### src/logic/fpt_pkg.sv
// fpt_pkg.sv: constants for the parameter table and factory defaults
//
// Notes on behaviour
// - 256KB header: id 05h at 15:8, count 00h at 23:16, ones at 31:24.
// - the 256KB header low byte has 7:2 ones, map bit set, end bit set.
// - the 64KB region erase byte flags only type 2, bits 7:4 ones.
// - the 256KB region erase byte flags only type 3, bits 7:4 ones.
// - the 256KB region size is 00FFFFh at 128Mb and 01FFFFh at 256Mb.
// - the 64KB region word top byte is 00h at 128Mb and 01h at 256Mb.
// - every main array byte reads FFh as shipped.
// - the first 16 one-time bytes are random and the rest read FFh.
// - status one, config one and config three hold 00h as shipped.
// - config two non-volatile value is 08h.
// - config four non-volatile value is 10h.
// - the password register holds all ones.
// - the protection register reads FFFFh and all sector bits are 1.
// - the 64KB config header holds id 04h in 15:8 and region count 00h.
package fpt_pkg;

  // ------------------------------------------------------------------
  // register offsets
  // ------------------------------------------------------------------
  localparam logic [7:0] OFF_CTRL     = 8'h00;
  localparam logic [7:0] OFF_TBL_ADDR = 8'h04;
  localparam logic [7:0] OFF_TBL_DATA = 8'h08;
  localparam logic [7:0] OFF_OTP_ADDR = 8'h0C;
  localparam logic [7:0] OFF_OTP_DATA = 8'h10;
  localparam logic [7:0] OFF_STATUS   = 8'h14;
  localparam logic [7:0] OFF_NV_CFG   = 8'h18;
  localparam logic [7:0] OFF_NV_CFG4  = 8'h1C;
  localparam logic [7:0] OFF_PASS_LO  = 8'h20;
  localparam logic [7:0] OFF_PASS_HI  = 8'h24;
  localparam logic [7:0] OFF_ADV_PROT = 8'h28;
  localparam logic [7:0] OFF_SECT_PROT = 8'h2C;
  localparam logic [7:0] OFF_ARRAY    = 8'h30;
  localparam logic [7:0] OFF_DWORD23  = 8'h40;
  localparam logic [7:0] OFF_DWORD24  = 8'h44;
  localparam logic [7:0] OFF_DWORD25  = 8'h48;
  localparam logic [7:0] OFF_DWORD26  = 8'h4C;

  // ------------------------------------------------------------------
  // reset values of writable fields
  // ------------------------------------------------------------------
  localparam logic       RST_DENSITY  = 1'b0;
  localparam logic [7:0] RST_TBL_ADDR = 8'hA0;
  localparam logic [9:0] RST_OTP_ADDR = 10'h000;

  // ------------------------------------------------------------------
  // parameter table layout
  // ------------------------------------------------------------------
  localparam logic [3:0] TBL_BASE_HI  = 4'hA;
  localparam logic [7:0] TBL_FILL     = 8'hFF;
  localparam logic [7:0] HDR_RFU      = 8'hFF;
  localparam logic [7:0] REGION_COUNT = 8'h00;
  localparam logic [7:0] CFG64_ID     = 8'h04;
  localparam logic [7:0] CFG256_ID    = 8'h05;
  localparam logic [7:0] CFG64_LOW    = 8'hFE;
  localparam logic [7:0] CFG256_LOW   = 8'hFF;
  localparam logic [7:0] ERASE64      = 8'hF2;
  localparam logic [7:0] ERASE256     = 8'hF4;
  localparam logic [23:0] SIZE_128    = 24'h00_FFFF;
  localparam logic [23:0] SIZE_256    = 24'h01_FFFF;

  // ------------------------------------------------------------------
  // factory non-volatile values
  // ------------------------------------------------------------------
  localparam logic [7:0]  ARRAY_ERASED  = 8'hFF;
  localparam logic [7:0]  OTP_ERASED    = 8'hFF;
  localparam int unsigned OTP_RAND_BYTES = 16;
  localparam logic [9:0]  OTP_RAND_END  = 10'h010;
  localparam logic [31:0] OTP_SEED      = 32'h5A3C_96E1; // arbitrary value
  localparam logic [7:0]  NV_STATUS1    = 8'h00;
  localparam logic [7:0]  NV_CFG1       = 8'h00;
  localparam logic [7:0]  NV_CFG2       = 8'h08;
  localparam logic [7:0]  NV_CFG3       = 8'h00;
  localparam logic [7:0]  NV_CFG4       = 8'h10;
  localparam logic [63:0] PASSWORD      = 64'hFFFF_FFFF_FFFF_FFFF;
  localparam logic [15:0] ADV_PROT      = 16'hFFFF;
  localparam logic [31:0] SECT_PROT     = 32'hFFFF_FFFF;

  typedef enum logic [1:0] {
    FPT_OTP_IDLE = 2'b00,
    FPT_OTP_FILL = 2'b01,
    FPT_OTP_DONE = 2'b11
  } fpt_otp_state_t;

endpackage : fpt_pkg

### src/logic/fpt_link_if.sv
// fpt_link_if.sv: bundle between the register core and its lookups
interface fpt_link_if;
  logic       density;
  logic [7:0] tblAddr;
  logic [7:0] tblByte;
  logic [9:0] otpAddr;
  logic [7:0] otpByte;
  logic       otpReady;

  modport core (output density, tblAddr, otpAddr,
                input  tblByte, otpByte, otpReady);
  modport rom  (input  density, tblAddr, output tblByte);
  modport otp  (input  otpAddr, output otpByte, otpReady);
endinterface : fpt_link_if

### src/logic/fpt_param_rom.sv
// fpt_param_rom.sv: byte view of the sector map tail words
module fpt_param_rom
  import fpt_pkg::*;
(
  // lookup
  fpt_link_if.rom link
);

  logic [31:0] word23;
  logic [31:0] word24;
  logic [31:0] word25;
  logic [31:0] word26;
  logic [23:0] regionSize;
  logic [31:0] selWord;

  // ------------------------------------------------------------------
  // table words
  // ------------------------------------------------------------------
  always_comb begin
    regionSize = link.density ? SIZE_256 : SIZE_128;
    word23 = {HDR_RFU, REGION_COUNT, CFG64_ID, CFG64_LOW};
    word24 = {regionSize, ERASE64};
    word25 = {HDR_RFU, REGION_COUNT, CFG256_ID, CFG256_LOW};
    word26 = {regionSize, ERASE256};
    unique case (link.tblAddr[3:2])
      2'd0: selWord = word23;
      2'd1: selWord = word24;
      2'd2: selWord = word25;
      2'd3: selWord = word26;
    endcase
    // least significant byte at the lowest address
    if (link.tblAddr[7:4] == TBL_BASE_HI) begin
      link.tblByte = selWord[8*link.tblAddr[1:0] +: 8];
    end else begin
      link.tblByte = TBL_FILL;
    end
  end

endmodule : fpt_param_rom

### src/logic/fpt_otp_store.sv
// fpt_otp_store.sv: one-time area with its random leading bytes
module fpt_otp_store
  import fpt_pkg::*;
(
  // clock and reset
  input  wire logic clk,
  input  wire logic rstLocal_n,
  // lookup
  fpt_link_if.otp   link
);

  fpt_otp_state_t state_ff;
  fpt_otp_state_t nxt_state;
  logic [31:0]    lfsr_ff;
  logic [31:0]    nxt_lfsr;
  logic [3:0]     fillIdx_ff;
  logic [3:0]     nxt_fillIdx;
  logic [7:0]     mem_ff [OTP_RAND_BYTES];

  // ------------------------------------------------------------------
  // fill sequencer: one random byte per cycle after reset
  // ------------------------------------------------------------------
  always_comb begin
    nxt_state   = state_ff;
    nxt_lfsr    = lfsr_ff;
    nxt_fillIdx = fillIdx_ff;
    unique case (state_ff)
      FPT_OTP_IDLE: nxt_state = FPT_OTP_FILL;
      FPT_OTP_FILL: begin
        nxt_lfsr    = {lfsr_ff[30:0],
                       lfsr_ff[31] ^ lfsr_ff[21] ^ lfsr_ff[1] ^ lfsr_ff[0]};
        nxt_fillIdx = fillIdx_ff + 4'd1;
        if (fillIdx_ff == 4'hF) begin
          nxt_state = FPT_OTP_DONE;
        end
      end
      FPT_OTP_DONE: nxt_state = FPT_OTP_DONE;
      default:      nxt_state = FPT_OTP_IDLE;
    endcase
  end

  always_ff @(posedge clk or negedge rstLocal_n) begin
    if (!rstLocal_n) begin
      state_ff   <= FPT_OTP_IDLE;
      lfsr_ff    <= OTP_SEED;
      fillIdx_ff <= 4'h0;
    end else begin
      state_ff   <= nxt_state;
      lfsr_ff    <= nxt_lfsr;
      fillIdx_ff <= nxt_fillIdx;
    end
  end

  // ------------------------------------------------------------------
  // random byte storage
  // ------------------------------------------------------------------
  for (genvar i = 0; i < OTP_RAND_BYTES; i++) begin : gEntry
    logic [7:0] nxt_mem;
    always_comb begin
      nxt_mem = mem_ff[i];
      if (state_ff == FPT_OTP_FILL && fillIdx_ff == 4'(i)) begin
        nxt_mem = lfsr_ff[7:0];
      end
    end
    always_ff @(posedge clk or negedge rstLocal_n) begin
      if (!rstLocal_n) begin
        mem_ff[i] <= OTP_ERASED;
      end else begin
        mem_ff[i] <= nxt_mem;
      end
    end
  end

  always_comb begin
    link.otpReady = (state_ff == FPT_OTP_DONE);
    if (link.otpAddr < OTP_RAND_END) begin
      link.otpByte = mem_ff[link.otpAddr[3:0]];
    end else begin
      link.otpByte = OTP_ERASED;
    end
  end

endmodule : fpt_otp_store

### src/logic/fpt_table_top.sv
// fpt_table_top.sv: apb register bank for parameter table and defaults
module fpt_table_top
  import fpt_pkg::*;
(
  // clock and reset
  input  wire logic        clk,
  input  wire logic        rst_n,
  // apb slave
  input  wire logic [7:0]  paddr,
  input  wire logic        psel,
  input  wire logic        penable,
  input  wire logic        pwrite,
  input  wire logic [31:0] pwdata,
  input  wire logic [3:0]  pstrb,
  output logic      [31:0] prdata,
  output logic             pready,
  output logic             pslverr
);

  // ------------------------------------------------------------------
  // declarations
  // ------------------------------------------------------------------
  logic [1:0]  rstSync_ff;
  logic [1:0]  nxt_rstSync;
  logic        rstLocal_n;

  logic        density_ff;
  logic        nxt_density;
  logic [7:0]  tblAddr_ff;
  logic [7:0]  nxt_tblAddr;
  logic [9:0]  otpAddr_ff;
  logic [9:0]  nxt_otpAddr;

  logic [31:0] prdata_ff;
  logic [31:0] nxt_prdata;
  logic        pready_ff;
  logic        nxt_pready;
  logic        pslverr_ff;
  logic        nxt_pslverr;

  logic        setupPhase;
  logic        accessDone;
  logic        wrDone;
  logic        rdDone;
  logic [31:0] rdVal;
  logic        rdHit;
  logic [31:0] tblWord;

  fpt_link_if  link ();

  // ------------------------------------------------------------------
  // reset release
  // ------------------------------------------------------------------
  always_comb begin
    nxt_rstSync = {rstSync_ff[0], 1'b1};
  end

  always_ff @(posedge clk or negedge rst_n) begin
    if (!rst_n) begin
      rstSync_ff <= 2'b00;
    end else begin
      rstSync_ff <= nxt_rstSync;
    end
  end

  assign rstLocal_n = rstSync_ff[1];

  // ------------------------------------------------------------------
  // lookups
  // ------------------------------------------------------------------
  assign link.density = density_ff;
  assign link.tblAddr = tblAddr_ff;
  assign link.otpAddr = otpAddr_ff;

  fpt_param_rom u_rom (
    .link (link.rom)
  );

  fpt_otp_store u_otp (
    .clk        (clk),
    .rstLocal_n (rstLocal_n),
    .link       (link.otp)
  );

  // ------------------------------------------------------------------
  // apb phase decode
  // ------------------------------------------------------------------
  assign setupPhase = psel & ~penable;
  assign accessDone = psel & penable & pready_ff;
  assign wrDone     = accessDone & pwrite;
  assign rdDone     = accessDone & ~pwrite;

  // ------------------------------------------------------------------
  // read mux
  // ------------------------------------------------------------------
  always_comb begin
    rdVal   = 32'h0000_0000;
    rdHit   = 1'b1;
    tblWord = 32'h0000_0000;
    unique case (paddr)
      OFF_CTRL:      rdVal = {31'h0000_0000, density_ff};
      OFF_TBL_ADDR:  rdVal = {24'h00_0000, tblAddr_ff};
      OFF_TBL_DATA:  rdVal = {24'h00_0000, link.tblByte};
      OFF_OTP_ADDR:  rdVal = {22'h00_0000, otpAddr_ff};
      OFF_OTP_DATA:  rdVal = {24'h00_0000, link.otpByte};
      OFF_STATUS:    rdVal = {30'h0000_0000, density_ff, link.otpReady};
      OFF_NV_CFG:    rdVal = {NV_CFG3, NV_CFG2, NV_CFG1, NV_STATUS1};
      OFF_NV_CFG4:   rdVal = {24'h00_0000, NV_CFG4};
      OFF_PASS_LO:   rdVal = PASSWORD[31:0];
      OFF_PASS_HI:   rdVal = PASSWORD[63:32];
      OFF_ADV_PROT:  rdVal = {16'h0000, ADV_PROT};
      OFF_SECT_PROT: rdVal = SECT_PROT;
      OFF_ARRAY:     rdVal = {24'h00_0000, ARRAY_ERASED};
      OFF_DWORD23: begin
        tblWord = {HDR_RFU, REGION_COUNT, CFG64_ID, CFG64_LOW};
        rdVal   = tblWord;
      end
      OFF_DWORD24: begin
        tblWord = {(density_ff ? SIZE_256 : SIZE_128), ERASE64};
        rdVal   = tblWord;
      end
      OFF_DWORD25: begin
        tblWord = {HDR_RFU, REGION_COUNT, CFG256_ID, CFG256_LOW};
        rdVal   = tblWord;
      end
      OFF_DWORD26: begin
        tblWord = {(density_ff ? SIZE_256 : SIZE_128), ERASE256};
        rdVal   = tblWord;
      end
      default:       rdHit = 1'b0;
    endcase
  end

  // ------------------------------------------------------------------
  // apb answer: ready one cycle after setup, data taken at setup
  // ------------------------------------------------------------------
  always_comb begin
    nxt_pready  = setupPhase;
    nxt_prdata  = prdata_ff;
    nxt_pslverr = 1'b0;
    if (setupPhase) begin
      nxt_prdata  = pwrite ? 32'h0000_0000 : rdVal;
      nxt_pslverr = ~rdHit;
    end
  end

  always_ff @(posedge clk or negedge rstLocal_n) begin
    if (!rstLocal_n) begin
      prdata_ff  <= 32'h0000_0000;
      pready_ff  <= 1'b0;
      pslverr_ff <= 1'b0;
    end else begin
      prdata_ff  <= nxt_prdata;
      pready_ff  <= nxt_pready;
      pslverr_ff <= nxt_pslverr;
    end
  end

  assign prdata  = prdata_ff;
  assign pready  = pready_ff;
  assign pslverr = pslverr_ff;

  // ------------------------------------------------------------------
  // control registers and read side effects
  // ------------------------------------------------------------------
  always_comb begin
    nxt_density = density_ff;
    nxt_tblAddr = tblAddr_ff;
    nxt_otpAddr = otpAddr_ff;
    // density selects the region size fields
    if (wrDone && paddr == OFF_CTRL && pstrb[0]) begin
      nxt_density = pwdata[0];
    end
    if (wrDone && paddr == OFF_TBL_ADDR && pstrb[0]) begin
      nxt_tblAddr = pwdata[7:0];
    end else if (rdDone && paddr == OFF_TBL_DATA) begin
      // byte stream walks the table in address order
      nxt_tblAddr = tblAddr_ff + 8'd1;
    end
    if (wrDone && paddr == OFF_OTP_ADDR) begin
      if (pstrb[0]) begin
        nxt_otpAddr[7:0] = pwdata[7:0];
      end
      if (pstrb[1]) begin
        nxt_otpAddr[9:8] = pwdata[9:8];
      end
    end else if (rdDone && paddr == OFF_OTP_DATA) begin
      nxt_otpAddr = otpAddr_ff + 10'd1;
    end
  end

  always_ff @(posedge clk or negedge rstLocal_n) begin
    if (!rstLocal_n) begin
      density_ff <= RST_DENSITY;
      tblAddr_ff <= RST_TBL_ADDR;
      otpAddr_ff <= RST_OTP_ADDR;
    end else begin
      density_ff <= nxt_density;
      tblAddr_ff <= nxt_tblAddr;
      otpAddr_ff <= nxt_otpAddr;
    end
  end

endmodule : fpt_table_top

### config.mk
export PLATFORM = sky130hd
export DESIGN_NAME = fpt_table_top
export DESIGN_NICKNAME = d
export VERILOG_FILES = /design/src/logic/fpt_pkg.sv /design/src/logic/fpt_link_if.sv /design/src/logic/fpt_param_rom.sv /design/src/logic/fpt_otp_store.sv /design/src/logic/fpt_table_top.sv
export SDC_FILE = /design/constraint.sdc
export NUM_CORES = 1
export LEC_CHECK = 0
export BUFFER_PORTS_ARGS = -buffer_cell sky130_fd_sc_hd__buf_2
export CAP_MARGIN = 10
export CORE_MARGIN = 5
export CORE_UTILIZATION = 30
export CTS_CLUSTER_DIAMETER = 150
export DETAILED_ROUTE_END_ITERATION = 8
export GPL_TIMING_DRIVEN = 0
export PLACE_DENSITY_LB_ADDON = 0.15
export SYNTH_ARGS = -nofsm -noshare
export SYNTH_HDL_FRONTEND = slang
export SYNTH_SLANG_ARGS = --single-unit
### constraint.sdc
create_clock -name clk -period 10.9 [get_ports clk]
set_input_delay 1.09 -clock clk [delete_from_list [all_inputs] [get_ports clk]]
set_output_delay 1.09 -clock clk [all_outputs]
set_load 0.005 [all_outputs]
# --- Word-level counts from Yosys, hierarchy flattened ---
# Cells that the tools add are included.
word_totals:
  elab_cells: 137
  ff_bits: 221
op_classes:
  n_bitwise: 12
  mux: 19
  shifts: 1
  reduce_logical: 33
  add_sub_neg: 3
  eq_ne: 40
  order_cmp: 2
ops:
  columns: ["cell", "count"]
  rows:
  - ["$pmux 32 s15", 1]
  - ["$pmux 32 s4", 1]
  - ["$mux 8", 7]
  - ["$eq 8x6->1 const B", 5]
  - ["$eq 4x4->1 const B", 9]
  - ["$bmux 8 s4", 1]
  - ["$eq 8x5->1 const B", 4]
  - ["$eq 8x7->1 const B", 4]
  - ["$mux 32", 1]
  - ["$shiftx 32x6->8", 1]
  - ["$logic_and 1x1->1", 23]
  - ["$mux 10", 2]
  - ["$mux 17", 1]
  - ["$reduce_or 17->1", 1]
  - ["$eq 4x3->1 const B", 4]
  - ["$eq 8x4->1 const B", 2]
  - ["$add 10x1->10 const B", 1]
  - ["$lt 10x5->1 const B", 1]
  - ["$add 8x1->8 const B", 1]
  - ["$eq 4x2->1 const B", 2]
  - ["$eq 8x3->1 const B", 1]
  - ["$logic_not 8->1", 1]
  - ["$eq 2x2->1 const B", 3]
  - ["$ne 2x2->1 const B", 3]
  - ["other kinds (16)", 30]

# --- Longest topological paths before layout ---
# Gate-level depths: netlist of the first run.
logic_depth:
  word_depth: 7
  mapped_depth: 8
  mapped_depth_nobuf: 6

# --- By module ---
# Synthesis of the first run repeated with hierarchy kept, for this count alone.
hier_totals:
  cells_unflattened: 795
  area_unflattened_um2: 10376.2
modules_own_cells:
  columns: ["mod", "area_per_inst_um2", "instances", "seq_area_each_um2", "cells_per_inst"]
  rows:
  - ["fpt_otp_store", 7599.8, 1, 4334.2, 465]
  - ["fpt_table_top", 2633.8, 1, 978.4, 308]
  - ["fpt_param_rom", 142.6, 1, 0.0, 22]

# --- Least setup slack after synthesis of the first run ---
# OpenSTA, ideal clock, no wires.
synth_path:
  path_kind: "input -> register"
  startpoint: "input port paddr[7]"
  endpoint: "register tblAddr_ff[7] (netlist: link.tblAddr[7])"
  path_stages: 8
  arrival_time_ps: 2606
  required_time_ps: 10802
  slack_ps: 8195
  cell_sequence: "buf_6 > or4_1 > buf_2 > or3_1 > clkbuf_2 > a31oi_1 > o21ai_1 > o311ai_1"
synth_between:
  elab_chain_len: 4
synth_rtl:
  columns: ["element", "line_no", "text"]
  rows:
  - ["from (decl)", "fpt_table_top.sv:9", "input wire logic [7:0] paddr,"]
  - ["$eq 8x3->1", "fpt_table_top.sv:174", "if (wrDone && paddr == OFF_TBL_ADDR && pstrb[0]) begin"]
  - ["$logic_and 1x1->1 (2 in series)", "fpt_table_top.sv:174", null]
  - ["$mux 8 or $reduce_bool 2->1 (tied branches)", null, null]
  - ["to (signal assigned)", "fpt_table_top.sv:199", "tblAddr_ff <= nxt_tblAddr;"]
  - ["to (decl)", "fpt_table_top.sv:29", "logic [7:0] tblAddr_ff;"]
# Several ways; a longest one is shown, not always the timed one.
# A chain may end at the register's enable or synchronous reset.

# --- Worst setup path after layout of the first run ---
layout_path:
  startpoint: "register otpAddr_ff[1] (netlist: link.otpAddr[1])"
  endpoint: "register prdata_ff[0] (netlist: prdata[0])"
layout_between:
  elab_chain_len: 7
layout_rtl:
  columns: ["element", "line_no", "text"]
  rows:
  - ["from (decl)", "fpt_table_top.sv:31", "logic [9:0] otpAddr_ff;"]
  - ["from (signal assigned)", "fpt_table_top.sv:200", "otpAddr_ff <= nxt_otpAddr;"]
  - ["$not 4->5 (implied by the code)", "fpt_otp_store.sv:77", "link.otpByte = mem_ff[link.otpAddr[3:0]];"]
  - ["$bmux 8 s4", "fpt_otp_store.sv:77", null]
  - ["$mux 8 (implied by the code) (2 in series)", "fpt_otp_store.sv:77", null]
  - ["$mux 8 (*)", "fpt_otp_store.sv:76", "if (link.otpAddr < OTP_RAND_END) begin"]
  - ["$pmux 32 s15 (*)", "fpt_table_top.sv:100", "unique case (paddr)"]
  - ["$mux 32 (*)", "fpt_table_top.sv:142", "nxt_prdata = pwrite ? 32'h0000_0000 : rdVal;"]
  - ["to (signal assigned)", "fpt_table_top.sv:153", "prdata_ff <= nxt_prdata;"]
  - ["to (decl)", "fpt_table_top.sv:34", "logic [31:0] prdata_ff;"]
# Mark *: on every way between the ends. The rest lies on a longest branch, timed or not. The select of a mux whose other input is x is not followed.

==> flow_summary_export.csv, run 1 <==
group,metric,value,unit
outcome,run_status,"finished clean",
pwr,worst_ir_drop_vdd,111,uV
worst_setup_path,worst-path-max-fanout,10,
worst_setup_path,timing.critical_path.cells,"buf_2 > clkbuf_1 > mux4_2 > mux2i_1 > o21ai_0 > o31ai_1 > a31oi_1",
grt,globalRouteTotalUtil,15.0,%
timing,post-route-min-period,2880,ps
placed_design,routabilityCongestion,0.830,
worst_setup_path,arrival,3290,ps
layout,syn2layout_area_growth,16.8,%
synth,synth.most_common_cell,"sky130_fd_sc_hd__nand2_1",
synth,postSynthCellCount,877,
layout,ff_latch_area,5320,sq um
layout,multi_input_combinational_cell_area,4590,sq um
synth,asyncSetResetFlopFracSynth,100,%
timing,finClkSkew,10.5,ps
clock_tree,maximum_root_to_sink_buffer_count,3,
pwr,cellLeakagePower,5.04,nW
worst_setup_path,worstReg2RegEnd,"prdata[0]",
grt,grt_antenna_before_repair,0,
detailed_routing,drt_iter0_markers,382,
grt,grt_pass1_wl,45100,um
timing,setup_violations,0,
placed_design,io_buffers,56,
clock_tree,clk_pin_slew,60,ps
clock_tree,cts_buffers,26,
synth,synth.top_cells.by_count,"sky130_fd_sc_hd__nand2_1, sky130_fd_sc_hd__dfstp_2, sky130_fd_sc_hd__mux2_2",
floorplan,floorplan.die.width,196,um
synth,synth-seq-area-share,51.4,%
detailed_routing,drt.antenna.violating_nets,0,
grt,gr-total-overflow,0,
clock_tree,cts_root_buffer,"sky130_fd_sc_hd__clkbuf_16",
worst_setup_path,rr_startpoint,"link.otpAddr[1]",
timing,slew_headroom,39.8,%
detailed_routing,drc_errors,0,
synth,synth.area.top_cells,"sky130_fd_sc_hd__dfstp_2, sky130_fd_sc_hd__mux2_2, sky130_fd_sc_hd__dfrtp_1, sky130_fd_sc_hd__mux4_2, sky130_fd_sc_hd__nand2_1",
timing,period_share,26.4,%
worst_setup_path,worstRegToRegCells,7,
placed_design,dpl.hpwl,20100,um
worst_setup_path,critical_path.max_stage_delay,610,ps
floorplan,dieHeight,196,um
detailed_routing,vias_per_cell,5.05,
hold_path,worstHoldPathType,"input port to async pin",
floorplan,die-area,38300,sq um
worst_setup_path,worst_path_max_delay_cell,"sky130_fd_sc_hd__clkbuf_1",
synth,synth_cell_type_count,75,
clock_tree,quantity_of_hold_fixing_buffers_added_after_cts,0,
synth,synth_largest_area_cell,"sky130_fd_sc_hd__dfstp_2",
synth,synth.avg_cell_area,11.8,sq um
clock_tree,post_cts.repair.setup_buffers,0,
floorplan,ios,83,
synth,synth.net_count,932,
synth,number_of_flops_mapped_to_enable_cells_by_yosys,0,
layout,n_antenna_cell,0,
floorplan,floorplan_row_count,68,
worst_setup_path,cp-end-kind,"register",
synth,yosys_register_bits,205,
clock_tree,insertion_delay,550,ps
timing,hold_viol,0,
clock_tree,cts_max_level,1,
timing,max_slew.worst_pin.slew,903,ps
pwr,power.total,1.63,mW
worst_setup_path,reg2reg_slack,8020,ps
detailed_routing,vias,7263,
layout,layout-drive-gt1-share,45.8,%
synth,ys.flop_type,"sky130_fd_sc_hd__dfstp_2",
grt,via_count_of_the_first_global_routing_pass,7315,
synth,synth_warnings,0,
clock_tree,numClockSinks,205,
floorplan,effective_utilization_at_floorplan,30.1,%
worst_setup_path,worst_setup_path_start_kind,"register",
clock_tree,cts_resized,0,
pwr,power.density,135,nW/um^2
synth,synthesis.area,10300,sq um
synth,synth.top_cell.area_share,37.1,%
grt,grt_start_max_net_pins,62,
worst_setup_path,critical_path_required,11310,ps
timing,fmax,347,MHz
timing,finalSetupTns,0,ps
detailed_routing,drt_wl_total,29000,um
clock_tree,cts_tree,"built",
run,drv_cap,0,
layout,finish.cell_count_without_fillers,1439,
layout,num-fill-cells,3447,
placed_design,post-place-cells,1391,
detailed_routing,drt-pass1-iter-count,5,
detailed_routing,wl_per_cell,20.1,um
worst_setup_path,type_of_the_worst_setup_path,"register to register",
timing,grt_setup_unrepaired,"no",
timing,drv_slew,0,
layout,layout.nets,1019,
floorplan,core_region_area,34300,sq um
cells in the final DEF, fill, tap and decap left out, types with 11 or more instances in the layout:
master,instances
sky130_fd_sc_hd__nand2_1,154
sky130_fd_sc_hd__nor2_1,26
sky130_fd_sc_hd__dfstp_2,146
sky130_fd_sc_hd__clkbuf_16,26
sky130_fd_sc_hd__clkbuf_1,50
sky130_fd_sc_hd__nand3_1,11
sky130_fd_sc_hd__o21ai_0,25
sky130_fd_sc_hd__mux4_2,28
sky130_fd_sc_hd__buf_4,18
sky130_fd_sc_hd__buf_2,66
sky130_fd_sc_hd__a21oi_1,21
sky130_fd_sc_hd__mux2i_1,21
sky130_fd_sc_hd__dfrtp_1,58
sky130_fd_sc_hd__mux2_2,132
logic make-up after synthesis:
| group | after synthesis | synth area share, % |
|---|---|---|
| simple gates | 268 | 12.5 |
| flops | 205 | 51.4 |
| mux | 181 | 22.5 |
| compound gates | 118 | 7.85 |
| buf+inv | 88 | 4.13 |
| xor+xnor | 10 | 0.848 |
| fa+ha+maj | 6 | 0.726 |
| other cells | 1 | 0.0363 |
registers in the layout, indices dropped and copies added, names as in the netlist:
register          cells
u_otp.mem_ff        128
u_otp.lfsr_ff        32
prdata               16
link.otpAddr         10
link.tblAddr          8
u_otp.fillIdx_ff      4
rstSync_ff            2
u_otp.state_ff        2
density_ff            1
pready                1
pslverr               1
layer usage:
layer / vias to the layer above / global-route usage (%) / wire length [um]
met1: 3715 / 21.4 / 13600
met4: 0 / 3.70 / 687
met3: 44 / 2.36 / 1410
li1: 3327 / - / -
met2: 177 / 23.8 / 13300
met5: - / 0 / 0
cell type report:
cell class                 instances  share of cell area [%]
sequential                       205                    44.0
multi-input combinational        584                    38.1
clock buffer                      41                    6.19
tap                              455                    4.72
buffer                            79                    3.25
timing repair buffer              59                    2.94
clock inverter                     7                   0.518
inverter                           9                   0.280
power breakdown:
| part | internal [mW] | switching [mW] |
|---|---|---|
| Sequential | 0.765 | 0.00514 |
| Clock | 0.472 | 0.342 |
| Combinational | 0.0143 | 0.0306 |
| Total | 1.25 | 0.378 |
through the flow:
step | hold slack [ps] | utilization [%] | worst slack [ps] | cell area [sq um]
after global routing | 310 | 35.2 | 7880 | 12100
after floorplan | 331 | - | 5020 | 10300
after detailed placement | 346 | 32.8 | 7670 | 11300
final | 323 | 35.2 | 8020 | 12100
after global placement | 335 | 32.6 | 1900 | 11200
after CTS | 306 | 35.2 | 7970 | 12100
worst max-delay path: cells and delay by family (launching register included):
family / cells / cell delay (ps)
flops: 1 / 350
mux: 2 / 800
compound gates: 3 / 620
buf+inv: 2 / 970
worst max-delay path by stage:
stage,depth (start not counted),end,startpoint
final,7,prdata[0],link.otpAddr[1]
after global routing,7,prdata[0],link.otpAddr[1]
after CTS,7,prdata[0],link.otpAddr[1]
after detailed placement,7,prdata[5],paddr[1]
after global placement,0,u_otp.lfsr_ff[2],rstSync_ff[1]
after floorplan,0,density_ff,rstSync_ff[1]
Power figures use the tool's default switching activity.
==> run 2: changes to the inputs <==
clock period = 2.7 ns   (was 10.9 ns; I/O delays follow)
==> run 2 against run 1 <==
Compared with the run above: critical path depth is the same; combinational power grew to 4.5 times the previous value; clock power grew to 4.2 times the previous value; global-route usage grew 0.11 points; critical path type unchanged; die area is the same; largest power group unchanged; cell count grew 0.28%; non-clock buffer count grew 6; design area grew 0.91%; count of clock-buffer cells in the layout shrank 1; via count shrank 0.84%; first-iteration DRC count grew 1.3%; clock skew grew 2.2 ps.
==> flow_summary_export.csv, run 2 (synthesized netlist as in run 1, its figures left out) <==
group,metric,value,unit
outcome,run_status,"finished clean",
floorplan,floorplan.die.width,196,um
worst_setup_path,cp.depth,7,
timing,drv_slew,0,
timing,slew_headroom,43.5,%
detailed_routing,wl_per_cell,20.0,um
layout,n_antenna_cell,0,
worst_setup_path,worstReg2RegEnd,"prdata[0]",
detailed_routing,vias_per_cell,4.99,
clock_tree,cts_max_level,1,
timing,finalSetupTns,0,ps
detailed_routing,drt_iter0_markers,387,
grt,globalRouteTotalUtil,15.1,%
grt,grt_start_max_net_pins,66,
layout,most_common_library_cell_in_the_layout_ignoring_fill_and_taps,"sky130_fd_sc_hd__nand2_1",
timing,max_slew.worst_pin.slew,840,ps
detailed_routing,drt_wl_total,28900,um
detailed_routing,drc_errors,0,
layout,layout.core_utilization,35.5,%
floorplan,floorplan_row_count,68,
clock_tree,insertion_delay,530,ps
layout,mostFrequentLayoutCells,"sky130_fd_sc_hd__nand2_1, sky130_fd_sc_hd__dfstp_2, sky130_fd_sc_hd__mux2_2",
hold_path,holdCritStartpoint,"pwdata[2]",
timing,hold_viol,0,
layout,largest_register_ff_count,128,
clock_tree,clk_pin_slew,60,ps
timing,fmax,386,MHz
worst_setup_path,critical_path.max_stage_delay,410,ps
worst_setup_path,type_of_the_worst_setup_path,"register to register",
worst_setup_path,timing.critical_path.cells,"buf_2 > clkbuf_2 > mux4_2 > mux2i_1 > o21ai_0 > o31ai_1 > a31oi_1",
worst_setup_path,worst_setup_path_start_kind,"register",
hold_path,worstHoldPathType,"input port to register",
detailed_routing,drt-pass1-iter-count,5,
layout,layout.nets,1025,
floorplan,dieHeight,196,um
clock_tree,cts_root_buffer,"sky130_fd_sc_hd__clkbuf_16",
worst_setup_path,arrival,2990,ps
placed_design,dpl.hpwl,20000,um
clock_tree,cts_tree,"built",
layout,syn2layout_area_growth,17.9,%
worst_setup_path,reg2reg_slack,110,ps
worst_setup_path,worst-path-max-fanout,10,
grt,grt_antenna_before_repair,0,
layout,layout-drive-gt1-share,46.1,%
pwr,worst_ir_drop_vdd,431,uV
worst_setup_path,worstRegToRegCells,7,
clock_tree,post_cts.repair.setup_buffers,0,
run,drv_cap,0,
layout,regMostFlops,"u_otp.mem_ff",
grt,grt_pass1_wl,45500,um
placed_design,routabilityCongestion,0.830,
worst_setup_path,rr_startpoint,"link.otpAddr[1]",
worst_setup_path,crit_path_buffers_inverters,2,
floorplan,effective_utilization_at_floorplan,30.1,%
pwr,cellLeakagePower,5.10,nW
pwr,power.density,549,nW/um^2
grt,gr-total-overflow,0,
detailed_routing,drt.antenna.violating_nets,0,
hold_path,sink_of_the_worst_hold_path,"link.tblAddr[2]",
detailed_routing,vias,7202,
timing,period_share,95.9,%
placed_design,post-place-cells,1391,
timing,worst_setup_margin,110,ps
worst_setup_path,cp-end-kind,"register",
worst_setup_path,critical_path_required,3100,ps
placed_design,io_buffers,56,
timing,worst_hold_slack,15.4,ps
timing,setup_violations,0,
layout,finish.cell_count_without_fillers,1443,
timing,grt_setup_unrepaired,"no",
clock_tree,maximum_root_to_sink_buffer_count,3,
worst_setup_path,worst_path_max_delay_cell,"sky130_fd_sc_hd__clkbuf_2",
timing,finClkSkew,12.8,ps
placed_design,pre_cts_slack,-182,ps
floorplan,ios,83,
worst_setup_path,critPathTopFamily,"buffers and inverters",
floorplan,core_region_area,34300,sq um
clock_tree,cts_buffers,26,
grt,via_count_of_the_first_global_routing_pass,7410,
timing,post-route-min-period,2590,ps
clock_tree,numClockSinks,205,
hold_path,min_path_cells,3,
floorplan,die-area,38300,sq um
## run 2: cell type report
| cell class | count | area (sq um) |
|---|---|---|
| Fill cell | 3420 | 22100 |
| Multi-Input combinational cell | 584 | 4590 |
| Inverter | 9 | 33.8 |
| Clock inverter | 6 | 68.8 |
| Tap cell | 455 | 569 |
| Timing Repair Buffer | 65 | 423 |
| Clock buffer | 40 | 774 |
| Sequential cell | 205 | 5320 |
| Buffer | 79 | 402 |
## run 2: worst register-to-register path, stage by stage, from the launching register on
cell	delay, ps
sky130_fd_sc_hd__dfrtp_1	340
sky130_fd_sc_hd__buf_2	340
sky130_fd_sc_hd__clkbuf_2	410
sky130_fd_sc_hd__mux4_2	390
sky130_fd_sc_hd__mux2i_1	360
sky130_fd_sc_hd__o21ai_0	190
sky130_fd_sc_hd__o31ai_1	310
sky130_fd_sc_hd__a31oi_1	130
## run 2: repair_timing
action	in CTS	in global routing
hold buffers	6	0
hold endpoints to repair	7	0
endpoints found under the setup margin	5	2
gates resized for setup	3	3
## run 2: metrics by stage
step                cell area, sq um  power, mW
floorplan                      10300       3.25
global placement               11200       3.33
detailed placement             11300       3.34
CTS                            12200       6.82
global route                   12200       6.97
finish                         12200       6.68
## run 2: how the worst max path moves through the flow
stage                    start                to  slack (ps)
6_report       link.otpAddr[1]         prdata[0]         110
5_1_grt        link.otpAddr[0]         prdata[0]          20
4_1_cts        link.otpAddr[0]         prdata[0]          90
3_5_place_dp   link.otpAddr[1]         prdata[0]        -180
3_3_place_gp     rstSync_ff[1]  u_otp.lfsr_ff[4]        -320
2_1_floorplan  link.otpAddr[0]         prdata[5]         630
## run 2: layer usage
| layer | vias to the layer above | part of all wire, % | GRT usage, % | wire length [um] |
|---|---|---|---|---|
| met1 | 3683 | 47 | 21.3 | 13500 |
| met2 | 151 | 47 | 24.7 | 13700 |
| met4 | 0 | 1.7 | 3.00 | 491 |
| met3 | 31 | 4.2 | 2.36 | 1220 |
| met5 | - | 0 | 0 | 0 |
| li1 | 3337 | - | - | - |
## run 2: report_power, final
part	switching, mW	internal (mW)
Clock	1.32	2.06
Combinational	0.136	0.0648
Sequential	0.00915	3.09
